===== src/nvs_pkg.sv =====
/*
 Package for the nonvolatile SRAM host controller: widths, software
 save sequence, timing counts and state enumeration.
 Assumes a 25 MHz system clock.
*/
package nvs_pkg;
    // ------------------------------------------------------------
    // Widths
    // ------------------------------------------------------------
    localparam int unsigned ADDR_W = 17;
    localparam int unsigned WORD_ADDR_W = 16;
    localparam int unsigned DATA_W = 16;
    localparam int unsigned BYTE_DEPTH = 131072;
    localparam int unsigned WORD_DEPTH = 65536;
    // ------------------------------------------------------------
    // Software save sequence
    // ------------------------------------------------------------
    localparam int unsigned SEQ_LEN = 6;
    localparam logic [15:0] SEQ_ADDR [SEQ_LEN] = '{
        16'h4e38, 16'hb1c7, 16'h83e0, 16'h7c1f, 16'h703f, 16'h8fc0};
    localparam logic [15:0] SEQ_PL_OFF = 16'h8b45;
    localparam logic [15:0] SEQ_PL_ON = 16'h4b46;
    // ------------------------------------------------------------
    // Timing
    // ------------------------------------------------------------
    localparam int unsigned CLK_MHZ = 25;
    localparam int unsigned ADDR_ACCESS_NS = 25;
    localparam int unsigned ADDR_ACCESS_CYC =
        (ADDR_ACCESS_NS * CLK_MHZ + 999) / 1000 < 1 ? 1 :
        (ADDR_ACCESS_NS * CLK_MHZ + 999) / 1000;
    localparam int unsigned WRITE_PULSE_NS = 20;
    localparam int unsigned WRITE_PULSE_CYC =
        (WRITE_PULSE_NS * CLK_MHZ + 999) / 1000 < 1 ? 1 :
        (WRITE_PULSE_NS * CLK_MHZ + 999) / 1000;
    localparam int unsigned SETUP_NS = 40;
    localparam int unsigned SETUP_CYC =
        (SETUP_NS * CLK_MHZ + 999) / 1000 < 1 ? 1 :
        (SETUP_NS * CLK_MHZ + 999) / 1000;
    localparam int unsigned BUSY_LIMIT_CYC = 500000;
    localparam logic [3:0] TIM_W = 4'h4;
    // ------------------------------------------------------------
    // States
    // ------------------------------------------------------------
    typedef enum logic [2:0] {
        NVS_IDLE, NVS_SETUP, NVS_READ, NVS_WRITE, NVS_HOLD,
        NVS_HWREQ, NVS_BUSY
    } nvs_state_type;
    typedef enum logic [1:0] {
        NVS_OP_READ, NVS_OP_WRITE, NVS_OP_HWSAVE, NVS_OP_SWSEQ
    } nvs_op_type;
endpackage


===== src/nvs_if.sv =====
/*
 Interface joining the host controller to its timer.
 Assumes one clock shared by both ends.
*/
interface nvs_tim_if;
    logic start;
    logic [3:0] count;
    logic done;
    modport ctrl (output start, output count, input done);
    modport tim (input start, input count, output done);
endinterface


===== src/nvs_host.sv =====
/*
 Host controller for the nonvolatile SRAM port: read, write, hardware
 save request on the store-busy pin, software save sequence.
 Assumes the device pins are synchronous to i_clk_sys.
*/
module nvs_host
    import nvs_pkg::*;
(
    // Clock and reset
    input wire logic i_clk_sys,
    input wire logic i_reset_n,
    // Command port
    input wire logic i_cmd_valid,
    output logic o_cmd_ready,
    input wire logic [1:0] i_cmd_op,
    input wire logic [ADDR_W-1:0] i_cmd_addr,
    input wire logic [DATA_W-1:0] i_cmd_wdata,
    input wire logic [1:0] i_cmd_lanes,
    input wire logic i_word_mode,
    input wire logic i_no_capacitor,
    output logic o_rsp_valid,
    output logic [DATA_W-1:0] o_rsp_rdata,
    output logic o_write_pending,
    output logic o_busy_timeout,
    // Device pins
    output logic [ADDR_W-1:0] o_mem_addr,
    output logic o_chip_sel_n,
    output logic o_out_drive_n,
    output logic o_write_n,
    output logic o_upper_byte_lane_n,
    output logic o_lower_byte_lane_n,
    input wire logic [DATA_W-1:0] i_mem_dq,
    output logic [DATA_W-1:0] o_mem_dq,
    output logic o_mem_dq_oe,
    input wire logic i_store_busy_pin,
    output logic o_store_busy_pin,
    output logic o_store_busy_pin_oe
);
    nvs_state_type state_q;
    nvs_op_type op_q;
    logic [2:0] seq_idx_q;
    logic seq_mode_q;
    logic pl_off_done_q;
    logic [18:0] busy_cnt_q;
    logic [ADDR_W-1:0] seq_addr;
    nvs_tim_if tif ();

    nvs_timer u_timer (
        .i_clk_sys(i_clk_sys),
        .i_reset_n(i_reset_n),
        .t(tif.tim)
    );
    // ------------------------------------------------------------
    // Sequence address
    // ------------------------------------------------------------
    always_comb begin
        seq_addr = '0;
        seq_addr[15:0] = (!pl_off_done_q && seq_idx_q == 3'h5) ?
            SEQ_PL_OFF : SEQ_ADDR[seq_idx_q];
    end
    // ------------------------------------------------------------
    // Timer control
    // ------------------------------------------------------------
    always_comb begin
        tif.start = 1'b0;
        tif.count = TIM_W;
        if (state_q == NVS_IDLE) begin
            tif.start = seq_mode_q || (o_cmd_ready && i_cmd_valid);
            tif.count = 4'(SETUP_CYC);
        end else if (state_q == NVS_SETUP) begin
            tif.start = tif.done;
            tif.count = op_q == NVS_OP_WRITE ? 4'(WRITE_PULSE_CYC) :
                4'(ADDR_ACCESS_CYC);
        end else if (state_q == NVS_READ || state_q == NVS_WRITE) begin
            tif.start = tif.done;
            tif.count = 4'h1;
        end
    end
    // Busy low means device saving or restoring
    assign o_cmd_ready = state_q == NVS_IDLE && !seq_mode_q &&
        i_store_busy_pin && (pl_off_done_q || !i_no_capacitor);
    // ------------------------------------------------------------
    // Main state machine
    // ------------------------------------------------------------
    always_ff @(posedge i_clk_sys) begin
        if (!i_reset_n) begin
            state_q <= NVS_IDLE;
            op_q <= NVS_OP_READ;
            seq_mode_q <= 1'b0;
            seq_idx_q <= 3'h0;
        end else begin
            case (state_q)
                NVS_IDLE: begin
                    if (seq_mode_q) begin
                        state_q <= NVS_SETUP;
                        op_q <= NVS_OP_SWSEQ;
                    end else if (!pl_off_done_q && i_no_capacitor) begin
                        seq_mode_q <= 1'b1;
                        seq_idx_q <= 3'h0;
                    end else if (o_cmd_ready && i_cmd_valid) begin
                        op_q <= nvs_op_type'(i_cmd_op);
                        if (nvs_op_type'(i_cmd_op) == NVS_OP_HWSAVE) begin
                            state_q <= NVS_HWREQ;
                        end else if (nvs_op_type'(i_cmd_op) ==
                            NVS_OP_SWSEQ) begin
                            seq_mode_q <= 1'b1;
                            seq_idx_q <= 3'h0;
                        end else begin
                            state_q <= NVS_SETUP;
                        end
                    end
                end
                NVS_SETUP: begin
                    if (tif.done) begin
                        state_q <= op_q == NVS_OP_WRITE ? NVS_WRITE :
                            NVS_READ;
                    end
                end
                NVS_READ: if (tif.done) state_q <= NVS_HOLD;
                NVS_WRITE: if (tif.done) state_q <= NVS_HOLD;
                NVS_HOLD: begin
                    if (tif.done) begin
                        if (op_q == NVS_OP_SWSEQ) begin
                            if (seq_idx_q == 3'(SEQ_LEN - 1)) begin
                                seq_mode_q <= 1'b0;
                                state_q <= pl_off_done_q ? NVS_BUSY : NVS_IDLE;
                            end else begin
                                seq_idx_q <= seq_idx_q + 3'h1;
                                state_q <= NVS_IDLE;
                            end
                        end else begin
                            state_q <= NVS_IDLE;
                        end
                    end
                end
                NVS_HWREQ: if (!i_store_busy_pin) state_q <= NVS_BUSY;
                NVS_BUSY: if (i_store_busy_pin || o_busy_timeout)
                    state_q <= NVS_IDLE;
                default: state_q <= NVS_IDLE;
            endcase
        end
    end
    // ------------------------------------------------------------
    // Power-loss save disable, one sequence after reset
    // ------------------------------------------------------------
    always_ff @(posedge i_clk_sys) begin
        if (!i_reset_n) begin
            pl_off_done_q <= 1'b0;
        end else if (!i_no_capacitor || (state_q == NVS_HOLD &&
            op_q == NVS_OP_SWSEQ && seq_idx_q == 3'h5 && tif.done)) begin
            pl_off_done_q <= 1'b1;
        end
    end
    // ------------------------------------------------------------
    // Busy watchdog and write-pending mirror
    // ------------------------------------------------------------
    always_ff @(posedge i_clk_sys) begin
        if (!i_reset_n || (state_q != NVS_BUSY && state_q != NVS_HWREQ)) begin
            busy_cnt_q <= 19'h0;
            o_busy_timeout <= 1'b0;
        end else if (busy_cnt_q == 19'(BUSY_LIMIT_CYC)) begin
            o_busy_timeout <= 1'b1;
        end else begin
            busy_cnt_q <= busy_cnt_q + 19'h1;
        end
    end
    always_ff @(posedge i_clk_sys) begin
        if (!i_reset_n) begin
            o_write_pending <= 1'b0;
        end else if (state_q == NVS_WRITE && tif.done) begin
            o_write_pending <= 1'b1;
        end else if (state_q == NVS_BUSY && i_store_busy_pin) begin
            o_write_pending <= 1'b0;
        end
    end
    // ------------------------------------------------------------
    // Pin outputs
    // ------------------------------------------------------------
    always_ff @(posedge i_clk_sys) begin
        if (!i_reset_n) begin
            o_mem_addr <= '0;
            o_mem_dq <= '0;
        end else if (state_q == NVS_IDLE && seq_mode_q) begin
            o_mem_addr <= seq_addr;
        end else if (state_q == NVS_IDLE && o_cmd_ready && i_cmd_valid) begin
            o_mem_addr <= i_word_mode ?
                {1'b0, i_cmd_addr[WORD_ADDR_W-1:0]} : i_cmd_addr;
            o_mem_dq <= i_cmd_wdata;
        end
    end
    assign o_chip_sel_n = !(state_q == NVS_READ || state_q == NVS_WRITE);
    assign o_out_drive_n = state_q != NVS_READ;
    assign o_write_n = !(state_q == NVS_WRITE);
    assign o_mem_dq_oe = state_q == NVS_WRITE || (state_q == NVS_SETUP &&
        op_q == NVS_OP_WRITE);
    always_ff @(posedge i_clk_sys) begin
        if (!i_reset_n) begin
            o_upper_byte_lane_n <= 1'b1;
            o_lower_byte_lane_n <= 1'b1;
        end else if (state_q == NVS_IDLE && o_cmd_ready && i_cmd_valid) begin
            o_upper_byte_lane_n <= !(i_cmd_lanes[1] || !i_word_mode);
            o_lower_byte_lane_n <= !(i_cmd_lanes[0] || !i_word_mode);
        end else if (state_q == NVS_IDLE && seq_mode_q) begin
            o_upper_byte_lane_n <= 1'b0;
            o_lower_byte_lane_n <= 1'b0;
        end
    end
    // Only pull low, never high
    assign o_store_busy_pin = 1'b0;
    assign o_store_busy_pin_oe = state_q == NVS_HWREQ;
    // ------------------------------------------------------------
    // Read response
    // ------------------------------------------------------------
    always_ff @(posedge i_clk_sys) begin
        if (!i_reset_n) begin
            o_rsp_valid <= 1'b0;
            o_rsp_rdata <= '0;
        end else begin
            o_rsp_valid <= state_q == NVS_READ && tif.done &&
                op_q == NVS_OP_READ;
            if (state_q == NVS_READ && tif.done) begin
                o_rsp_rdata <= i_mem_dq;
            end
        end
    end
endmodule


===== src/nvs_timer.sv =====
/*
 Cycle down counter for strobe phases of the host controller.
 Assumes start pulses only while idle or at the end of a phase.
*/
module nvs_timer
    import nvs_pkg::*;
(
    // Clock and reset
    input wire logic i_clk_sys,
    input wire logic i_reset_n,
    // Control
    nvs_tim_if.tim t
);
    logic [3:0] cnt_q;
    logic run_q;
    // ------------------------------------------------------------
    // Counter
    // ------------------------------------------------------------
    always_ff @(posedge i_clk_sys) begin
        if (!i_reset_n) begin
            cnt_q <= 4'h0;
            run_q <= 1'b0;
        end else if (t.start) begin
            cnt_q <= t.count;
            run_q <= 1'b1;
        end else if (run_q && cnt_q != 4'h0) begin
            cnt_q <= cnt_q - 4'h1;
        end else begin
            run_q <= 1'b0;
        end
    end
    assign t.done = run_q && (cnt_q == 4'h0);
endmodule


===== config.mk =====
export PLATFORM = sky130hd
export DESIGN_NAME = nvs_host
export DESIGN_NICKNAME = d
export VERILOG_FILES = /design/src/nvs_pkg.sv /design/src/nvs_if.sv /design/src/nvs_host.sv /design/src/nvs_timer.sv
export SDC_FILE = /design/constraint.sdc
export NUM_CORES = 1
export LEC_CHECK = 0
export ABC_AREA = 1
export BUFFER_PORTS_ARGS = -buffer_cell sky130_fd_sc_hd__clkbuf_2
export CAP_MARGIN = 20
export CORE_ASPECT_RATIO = 1.4
export CORE_MARGIN = 4
export CORE_UTILIZATION = 35
export CTS_CLUSTER_SIZE = 12
export DETAILED_ROUTE_END_ITERATION = 10
export MAX_ROUTING_LAYER = met4
export PLACE_DENSITY = 0.64
export SYNTH_ARGS = -nofsm -noshare
export SYNTH_HDL_FRONTEND = slang
export SYNTH_SLANG_ARGS = --single-unit

===== constraint.sdc =====
create_clock -name i_clk_sys -period 1.7 [get_ports i_clk_sys]
set_clock_uncertainty 0.15 [all_clocks]
set_input_delay 0.34 -clock i_clk_sys [delete_from_list [all_inputs] [get_ports i_clk_sys]]
set_output_delay 0.34 -clock i_clk_sys [all_outputs]
set_load 0.01 [all_outputs]

After elaboration in Yosys (flattened, before gate mapping)
Memories as Yosys holds them, arrays and structs flattened.
Cells that the tools add are included.
{"block": "totals", "reg_bits": 88, "latchBits": 0, "ram_bits": 0, "romBits": 128, "inputBits": 59, "elab_cells": 168, "mem_count": 1}
{"name": "(name not given)", "depth": 8, "word_bits": 16, "rd": 1, "rd_clocked_by_memory_dff": 0, "write_ports": 0, "line_no": "nvs_host.sv:59", "text": "SEQ_PL_OFF : SEQ_ADDR[seq_idx_q];"}
{"block": "op_classes", "addsub": 3, "mul": 0, "n_div": 0, "order_cmp": 1, "eq_ne": 32, "shift": 0, "n_mux": 57, "bitwise": 3, "n_reduce_logical": 54}
{"operator": "16-bit 2-to-1 mux", "n": 5}
{"operator": "3-bit 2-to-1 mux", "n": 24}
{"operator": "1-bit logical AND", "n": 20}
{"operator": "2-bit inequality test (second input constant)", "n": 10}
{"operator": "19-bit by 1-bit adder with 19-bit output (second input constant)", "n": 1}
{"operator": "19-bit == test (second input constant)", "n": 1}
{"operator": "1-bit 2-to-1 mux", "n": 19}
{"operator": "3-bit one-hot mux with 6 select lines", "n": 1}
{"operator": "17-bit 2-to-1 mux", "n": 1}
{"operator": "8-bit AND reduction", "n": 2}
{"operator": "3-bit == test (second input constant)", "n": 4}
{"operator": "3-bit inequality test (second input constant)", "n": 4}
{"operator": "2-bit nonzero test", "n": 5}
{"operator": "1-bit zero test", "n": 9}
{"operator": "1-bit logical OR", "n": 9}
{"operator": "4-bit 2-to-1 mux", "n": 2}
{"operator": "2-bit == test (second input constant)", "n": 3}
{"operator": "3-bit by 2-bit == test with 1-bit output (second input constant)", "n": 2}
{"operator": "2-bit 2-to-1 mux", "n": 3}
{"operator": "3-bit by 1-bit inequality test with 1-bit output (second input constant)", "n": 2}
{"operator": "3-bit by 2-bit inequality test with 1-bit output (second input constant)", "n": 2}
{"operator": "3-bit one-hot mux with 2 select lines", "n": 1}
{"operator": "4-bit greater-or-equal comparator (second input constant)", "n": 1}
{"operator": "4-bit zero test", "n": 1}
{"operator": "other kinds (16)", "n": 18}

Longest topological paths before layout
Gate-level depths: netlist (run 1).
{"block": "depth", "ltp_word": 9, "mapped_depth": 11, "ltp_nobuf": 11}

Modules after synthesis
From an unflattened synthesis (run 1), not the netlist that was laid out.
{"block": "unflattened", "cells_unflattened": 594, "area_unflattened_um2": 4169.0}
{"module": "nvs_host", "instances": 1, "cells_each": 544, "area_per_inst_um2": 3854.9, "seq_area_each_um2": 1661.6}
{"module": "nvs_timer", "instances": 1, "cells_each": 50, "area_per_inst_um2": 314.1, "seq_area_each_um2": 100.1}

Worst setup path before layout (run 1)
OpenSTA, ideal clock, no wires.
{"block": "synth_timing", "path_type": "register to register", "startpoint": "reg u_timer.cnt_q[0]", "endpoint": "reg o_rsp_rdata[10]", "arrival_time_ns": 1.301, "required_ns": 1.434, "setup_slack_ns": 0.133, "path_stages_with_launch": 9, "period_less_slack_ns": 1.567, "cell_sequence": "dfxtp_1 > inv_1 > ha_1 > nand3_2 > nor3_4 > inv_2 > buf_6 > nor2_1 > nor2_1"}
{"block": "synth_via", "elab_chain_len": 3}
{"item": "start, declared", "line_no": "nvs_timer.sv:14", "text": "logic [3:0] cnt_q;"}
{"item": "start signal, assigned", "line_no": "nvs_timer.sv:24", "text": "cnt_q <= t.count;"}
{"item": "start signal, assigned", "line_no": "nvs_timer.sv:27", "text": "cnt_q <= cnt_q - 4'h1;"}
{"item": "4-bit zero test", "line_no": "nvs_timer.sv:32", "text": "assign t.done = run_q && (cnt_q == 4'h0);"}
{"item": "1-bit logical AND", "line_no": "nvs_timer.sv:32"}
{"item": "1-bit logical AND", "line_no": "nvs_host.sv:221", "text": "if (state_q == NVS_READ && tif.done) begin"}
{"item": "end signal, assigned", "line_no": "nvs_host.sv:222", "text": "o_rsp_rdata <= i_mem_dq;"}
{"item": "end, declared", "line_no": "nvs_host.sv:22", "text": "output logic [DATA_W-1:0] o_rsp_rdata,"}
Every way passes these cells.
A chain may end at the register's enable or synchronous reset.

Worst setup path in the final report (run 1)
{"block": "layout_timing", "startpoint": "reg state_q[0]", "endpoint": "out o_cmd_ready"}
{"block": "layout_via", "elab_chain_len": 4}
{"item": "start, declared", "line_no": "nvs_host.sv:39", "text": "nvs_state_type state_q;"}
{"item": "start signal, assigned", "line_no": "nvs_host.sv:115", "text": "state_q <= op_q == NVS_OP_WRITE ? NVS_WRITE :"}
{"item": "start signal, assigned", "line_no": "nvs_host.sv:126", "text": "state_q <= pl_off_done_q ? NVS_BUSY : NVS_IDLE;"}
{"item": "3-bit zero test", "line_no": "nvs_host.sv:80", "text": "assign o_cmd_ready = state_q == NVS_IDLE && !seq_mode_q &&"}
{"item": "1-bit logical AND (2 in a row)", "line_no": "nvs_host.sv:80"}
{"item": "1-bit logical AND", "line_no": "nvs_host.sv:81", "text": "i_store_busy_pin && (pl_off_done_q || !i_no_capacitor);"}
{"item": "end, declared", "line_no": "nvs_host.sv:14", "text": "output logic o_cmd_ready,"}
Every way passes these cells.

==> results of run 1 <==
sequential cells by signal, summed over array words and instances, names as in the netlist:
| signal | cells |
|---|---|
| busy_cnt_q | 19 |
| o_mem_addr | 17 |
| o_mem_dq | 16 |
| o_rsp_rdata | 16 |
| u_timer.cnt_q | 4 |
| seq_idx_q | 3 |
| state_q | 3 |
| op_q | 2 |
| o_busy_timeout | 1 |
| o_lower_byte_lane_n | 1 |
| o_rsp_valid | 1 |
| o_upper_byte_lane_n | 1 |
| o_write_pending | 1 |
| pl_off_done_q | 1 |
| seq_mode_q | 1 |
| u_timer.run_q | 1 |
critical path: stages (launching register included):
cell and delay, ns:
dfxtp_4 0.37, nor2_4 0.15, nand3_4 0.11, nor2_8 0.11, buf_12 0.10, buf_6 0.09
kinds of logic after synthesis:
kind of cell | after synthesis
mux | 1
compound gates | 104
fa+ha+maj | 8
xor+xnor | 2
simple gates | 298
buf+inv | 71
flops | 88
other cells | 1
cell type report:
| cell class | count | area (um2) |
|---|---|---|
| clock buffer | 13 | 250 |
| clock inverter | 1 | 5.00 |
| fill | 1157 | 6200 |
| inverter | 49 | 191 |
| multi-input combinational | 414 | 2270 |
| sequential | 88 | 1780 |
| tap | 147 | 184 |
| timing repair buffer | 156 | 931 |
| timing repair inverter | 1 | 7.51 |
how the worst max path moves through the flow:
stage / to / slack [ns]
detailed placement: o_rsp_valid$_SDFF_PN0_ / -0.02
CTS: o_cmd_ready / -0.09
finish: o_cmd_ready / -0.06
floorplan: o_rsp_rdata[10]$_SDFFE_PN0P_ / 0.13
global placement: seq_idx_q[2]$_SDFFE_PN0P_ / 0.0009
global route: o_mem_addr[2]$_SDFFE_PN0P_ / -0.11
layout by cell type, fill, tap and decap left out, types with 8 or more instances in the layout:
cell type and instances:
clkbuf_2 117, nand2_1 107, dfxtp_1 78, nor2_1 73
a21oi_1 50, nand3_1 46, inv_1 41, buf_4 32
o21ai_0 31, nand4_1 13, nor3_1 12, clkbuf_16 9
dfxtp_2 8
through the flow:
step	std cells	instance area [um2]	hold slack [ns]	worst slack [ns]	TNS, ns
6_report	869	5620	0.0589	-0.0557	-0.0826
3_3_place_gp	839	5050	0.297	0.000860	0
4_1_cts	862	5460	0.0659	-0.0945	-0.549
3_5_place_dp	839	5050	0.305	-0.0157	-0.0392
2_1_floorplan	573	4210	0.301	0.133	0
5_1_grt	869	5620	0.0677	-0.110	-1.28
synth_stat cells, drive strengths merged (8+ instances only):
cell | number | area, um2
inv | 48 | 183
buf | 15 | 115
nand3 | 52 | 283
a21oi | 53 | 277
nor2 | 88 | 369
nor3 | 16 | 103
nand4 | 13 | 81.3
o21ai | 39 | 206
dfxtp | 88 | 1760
nand2 | 117 | 469
ha | 8 | 100
power groups by stage:
stage / Clock (uW) / Sequential [uW] / Combinational (uW)
after floorplan: 0 / 2720 / 1480
after global placement: 0 / 2670 / 2220
after detailed placement: 0 / 2680 / 2270
after CTS: 1810 / 2660 / 2470
after global routing: 1880 / 2720 / 2950
final: 1750 / 2680 / 2700
layer usage:
layer | vias to the layer above | global-route usage | wire, um | part of all wire
li1 | 2184 | - | - | -
met1 | 2007 | 0.197 | 4780 | 0.40
met2 | 139 | 0.293 | 6130 | 0.51
met3 | 28 | 0.0385 | 764 | 0.064
met4 | 0 | 0.0801 | 358 | 0.030
met5 | - | - | 0 | 0
what timing repair did:
action / CTS / global route
setup endpoints to repair: 19 / 53
cloned: 1 / 0
resized for setup: 23 / 35
setup buffers: 8 / 8
pin swaps: 4 / 16
==> out/qor.txt, run 1 <==
run status - finished, violations left
failing checks - setup timing
class of the worst hold path - in -> reg
row cnt - 47
final setup margin - -0.0557 ns
Worst R2R End - state_q[0]$_SDFFE_PN0P_
Net Sw Frac - 0.364
post-synthesis compound-gate area fraction - 0.142
Leak Pwr - 0.00258 uW
hold wc startpoint - i_mem_dq[0]
routed wire length - 12000 um
DR pass1 iterations - 5
final HPWL from detailed placement - 8910 um
Min-Delay Path Depth - 3
RSZ-0062 raised after global routing - true
gr usage total - 0.175
CP endpoint kind - output port
grt ovf - 0
Psw - 2600 uW
Hold-fix buffers, CTS - 0
area share of fa/ha/maj cells after synthesis - 0.0238
Die H - 138 um
Seq pwr share - 0.375
Post-DRT Antenna Nets - 0
Clock Power Share - 0.246
CP Launch Point - state_q[0]$_SDFFE_PN0P_
WP data arrival - 1.27 ns
combinational family with the most area after synthesis - simple AND/OR/NAND/NOR gates
syn_area_per_cell - 7.35 um2
Port Buffers - 118
Skew-Pair Late Insertion Delay - 0.34 ns
syn nets - 640
CTS Buffer Depth - 2
Ports - 120
TritonCTS buffer count - 9
worst reg2reg startpoint - state_q[0]$_SDFFE_PN0P_
Pins Over Slew Limit - 0
#FFs+latches synth - 88
Post-synth EDFFs - 0
max-cap viol count - 0
reg2reg setup slack - 0 ns
CTS Sinks - 88
Syn. warnings - 0
simple-gate portion of the synthesized area - 0.331
Vias - 4358
ANT cells - 0
period utilization - 1.03
DRC - 0
Gate power share - 0.379
starting density of the core - 0.356
Fin. Hold Viols - 0
worst-path fanout max - 5
die footprint - 0.0139 mm2
core area - 0.0118 mm2
pwr dens - 1270 mW/mm2
XOR/XNOR share of the synthesized area - 0.00416
post-synth cell types - 42
ys async rst share - 0
peak supply drop - 0.509 mV
vias in the first global route - 4134
layout cells sized above 1 - 0.327
Post-synth top flop - dfxtp_1
1st-iter DRT viols - 190
CTS Root Buffer Type - clkbuf_16
sequential area share after synthesis - 0.418
internal cell power - 4540 uW
fmax - 570 MHz
worst endpoint required time - 1.21 ns
first-pass GRT wire length - 18900 um
total power - 7130 uW
nets - 786
mux cell area share after synthesis - 0.00238
DR WL/cell - 13.8 um
Setup crit start kind - flop
Max H-tree Level - 3
Cell Area, Synth - 0.00421 mm2
die width - 101 um
largest net degree at the start of global routing - 34
via density per instance - 5.01
critical setup path kind - reg -> out
Worst Hold End - o_rsp_rdata[0]$_SDFFE_PN0P_
clock slew at reported path FFs - 0.06 ns
P&R area growth vs syn - 33.4%
Worst Reg-to-Reg Cells - 10
CTS tree - yes
Gate Count Post-Synth - 573
Final GP Congestion - 0.903
final setup vio count - 3
fin util - 0.475
initial antenna violation count - 0
minimum clock period - 1.76 ns
Note: power is estimated with default switching activity, not from simulation.
==> run 2: changes to the inputs <==
--- a/config.mk
+++ b/config.mk
@@ -15,6 +15,8 @@
 export DETAILED_ROUTE_END_ITERATION = 10
 export MAX_ROUTING_LAYER = met4
 export PLACE_DENSITY = 0.64
+export SKIP_LAST_GASP = 1
 export SYNTH_ARGS = -nofsm -noshare
 export SYNTH_HDL_FRONTEND = slang
 export SYNTH_SLANG_ARGS = --single-unit
+export TNS_END_PERCENT = 5
==> run 2 against run 1 <==
The run still ends with setup timing left; global-route usage down 0.28 points; sequential power about the same; sequential share of layout area up 0.89 points; routed wire length down 3.6%; first-iteration DRC count up 0.53%; fmax up 0.35%; combinational power down 8.1%; cell area down 3.0%; via count down 1.8%; largest power group is now sequential cells.
==> out/qor.txt, run 2 (synthesis gave the netlist of run 1 again) <==
run status - finished, violations left
failing checks - setup timing
CTS Buffer Depth - 2
CP Cell Sequence - nor2_4 > nand3_4 > nor2_8 > buf_12 > buf_6
Top reg by flops - busy_cnt_q
CTS Root Buffer Type - clkbuf_16
reg2reg setup slack - 0 ns
max-cap viol count - 0
RSZ-0062 raised after global routing - true
layout cells sized above 1 - 0.290
class of the worst hold path - in -> reg
core area - 0.0118 mm2
peak supply drop - 0.491 mV
nets - 777
Setup crit start kind - flop
Leak Pwr - 0.00253 uW
Post-Place Cell Area - 0.00505 mm2
commonest non-fill, non-tap cell in the layout - clkbuf_2
DR WL/cell - 13.5 um
Ports - 120
max FFs per register - 19
Fin. Hold Viols - 0
clock slew at reported path FFs - 0.06 ns
ANT cells - 0
Pins Over Slew Limit - 0
Post-DRT Antenna Nets - 0
Vias - 4279
1st-iter DRT viols - 191
initial antenna violation count - 0
Final GP Congestion - 0.903
final setup margin - -0.0496 ns
WP data arrival - 1.26 ns
largest net degree at the start of global routing - 34
Max H-tree Level - 3
grt ovf - 0
multi-input logic area - 0.00219 mm2
setup TNS - -0.113 ns
minimum clock period - 1.75 ns
worst-path fanout max - 4
routed wire length - 11600 um
period utilization - 1.03
starting density of the core - 0.356
Hold-fix buffers, CTS - 0
fmax - 572 MHz
Port Buffers - 118
critical setup path kind - reg -> out
worst endpoint required time - 1.21 ns
P&R area growth vs syn - 29.4%
max incr delay on CP - 0.37 ns
CP endpoint kind - output port
crit path max-delay cell type - dfxtp_4
final setup vio count - 3
DR pass1 iterations - 4
first-pass GRT wire length - 18700 um
Largest regs - busy_cnt_q: 19 flops, o_mem_addr: 17 flops
DRC - 0
TritonCTS buffer count - 9
row cnt - 47
die footprint - 0.0139 mm2
most frequent cells in the layout - clkbuf_2, nand2_1, dfxtp_1
CTS Sinks - 88
gr usage total - 0.172
vias in the first global route - 4073
fillcell total - 1173
final HPWL from detailed placement - 8910 um
pwr dens - 1260 mW/mm2
Die H - 138 um
CTS tree - yes
register area - 0.00177 mm2
die width - 101 um
Final Instance Area - 0.00545 mm2
fin util - 0.461
via density per instance - 4.98
Skew-Pair Late Insertion Delay - 0.34 ns
run 2: cell types whose count changed in the layout (fill, tap and decap cells not counted), sizes merged:
cell      delta
clkinvlp     -1
buf          -8
run 2: layout make-up:
cell class                      instances  share of cell area
Clock buffer                           13              0.0459
Sequential cell                        88               0.326
Tap cell                              147              0.0338
Timing Repair Buffer                  148               0.158
Clock inverter                          1            0.000919
Multi-Input combinational cell        414               0.401
Inverter                               49              0.0347
run 2: final timing paths:
path	start	to	depth (start not counted)
worst max-delay path	state_q[0]$_SDFFE_PN0P_	o_cmd_ready	5
worst min-delay path	i_mem_dq[4]	o_rsp_rdata[4]$_SDFFE_PN0P_	3
worst min register to register	o_mem_dq[4]$_SDFFE_PN0P_	o_mem_dq[4]$_SDFFE_PN0P_	2
worst max register to register	state_q[0]$_SDFFE_PN0P_	o_mem_addr[8]$_SDFFE_PN0P_	8
run 2: worst max-delay path: cells and delay by family, from the launching register on:
kind / cells / cell delay, ns
buffers and inverters: 2 / 0.19
flip-flops: 1 / 0.37
AND/OR/NAND/NOR: 3 / 0.37
run 2: layer usage:
metal	share of wire	routed length, um	GRT usage
met1	0.41	4740	0.194
met2	0.50	5840	0.288
met3	0.059	681	0.0385
met4	0.028	326	0.0779
met5	0	0	-
run 2: power breakdown:
group / internal, uW / switching (uW)
Sequential: 2390 / 260
Combinational: 1000 / 1480
Clock: 1010 / 740
Total: 4410 / 2480
run 2: per-stage QoR:
step / power [uW] / hold slack [ns] / worst slack, ns / std cells
floorplan: 4200 / 0.301 / 0.133 / 573
global placement: 4900 / 0.297 / 0.000860 / 839
detailed placement: 4950 / 0.305 / -0.0157 / 839
CTS: 6830 / 0.0659 / -0.0945 / 859
global route: 7320 / 0.0857 / -0.0935 / 860
finish: 6890 / 0.0725 / -0.0496 / 860
run 2: repair_timing:
| action | in CTS | in global routing |
|---|---|---|
| gates resized for setup | 7 | 19 |
| endpoints found under the setup margin | 19 | 54 |
| setup buffers | 6 | 1 |
| pin swaps | 2 | 6 |
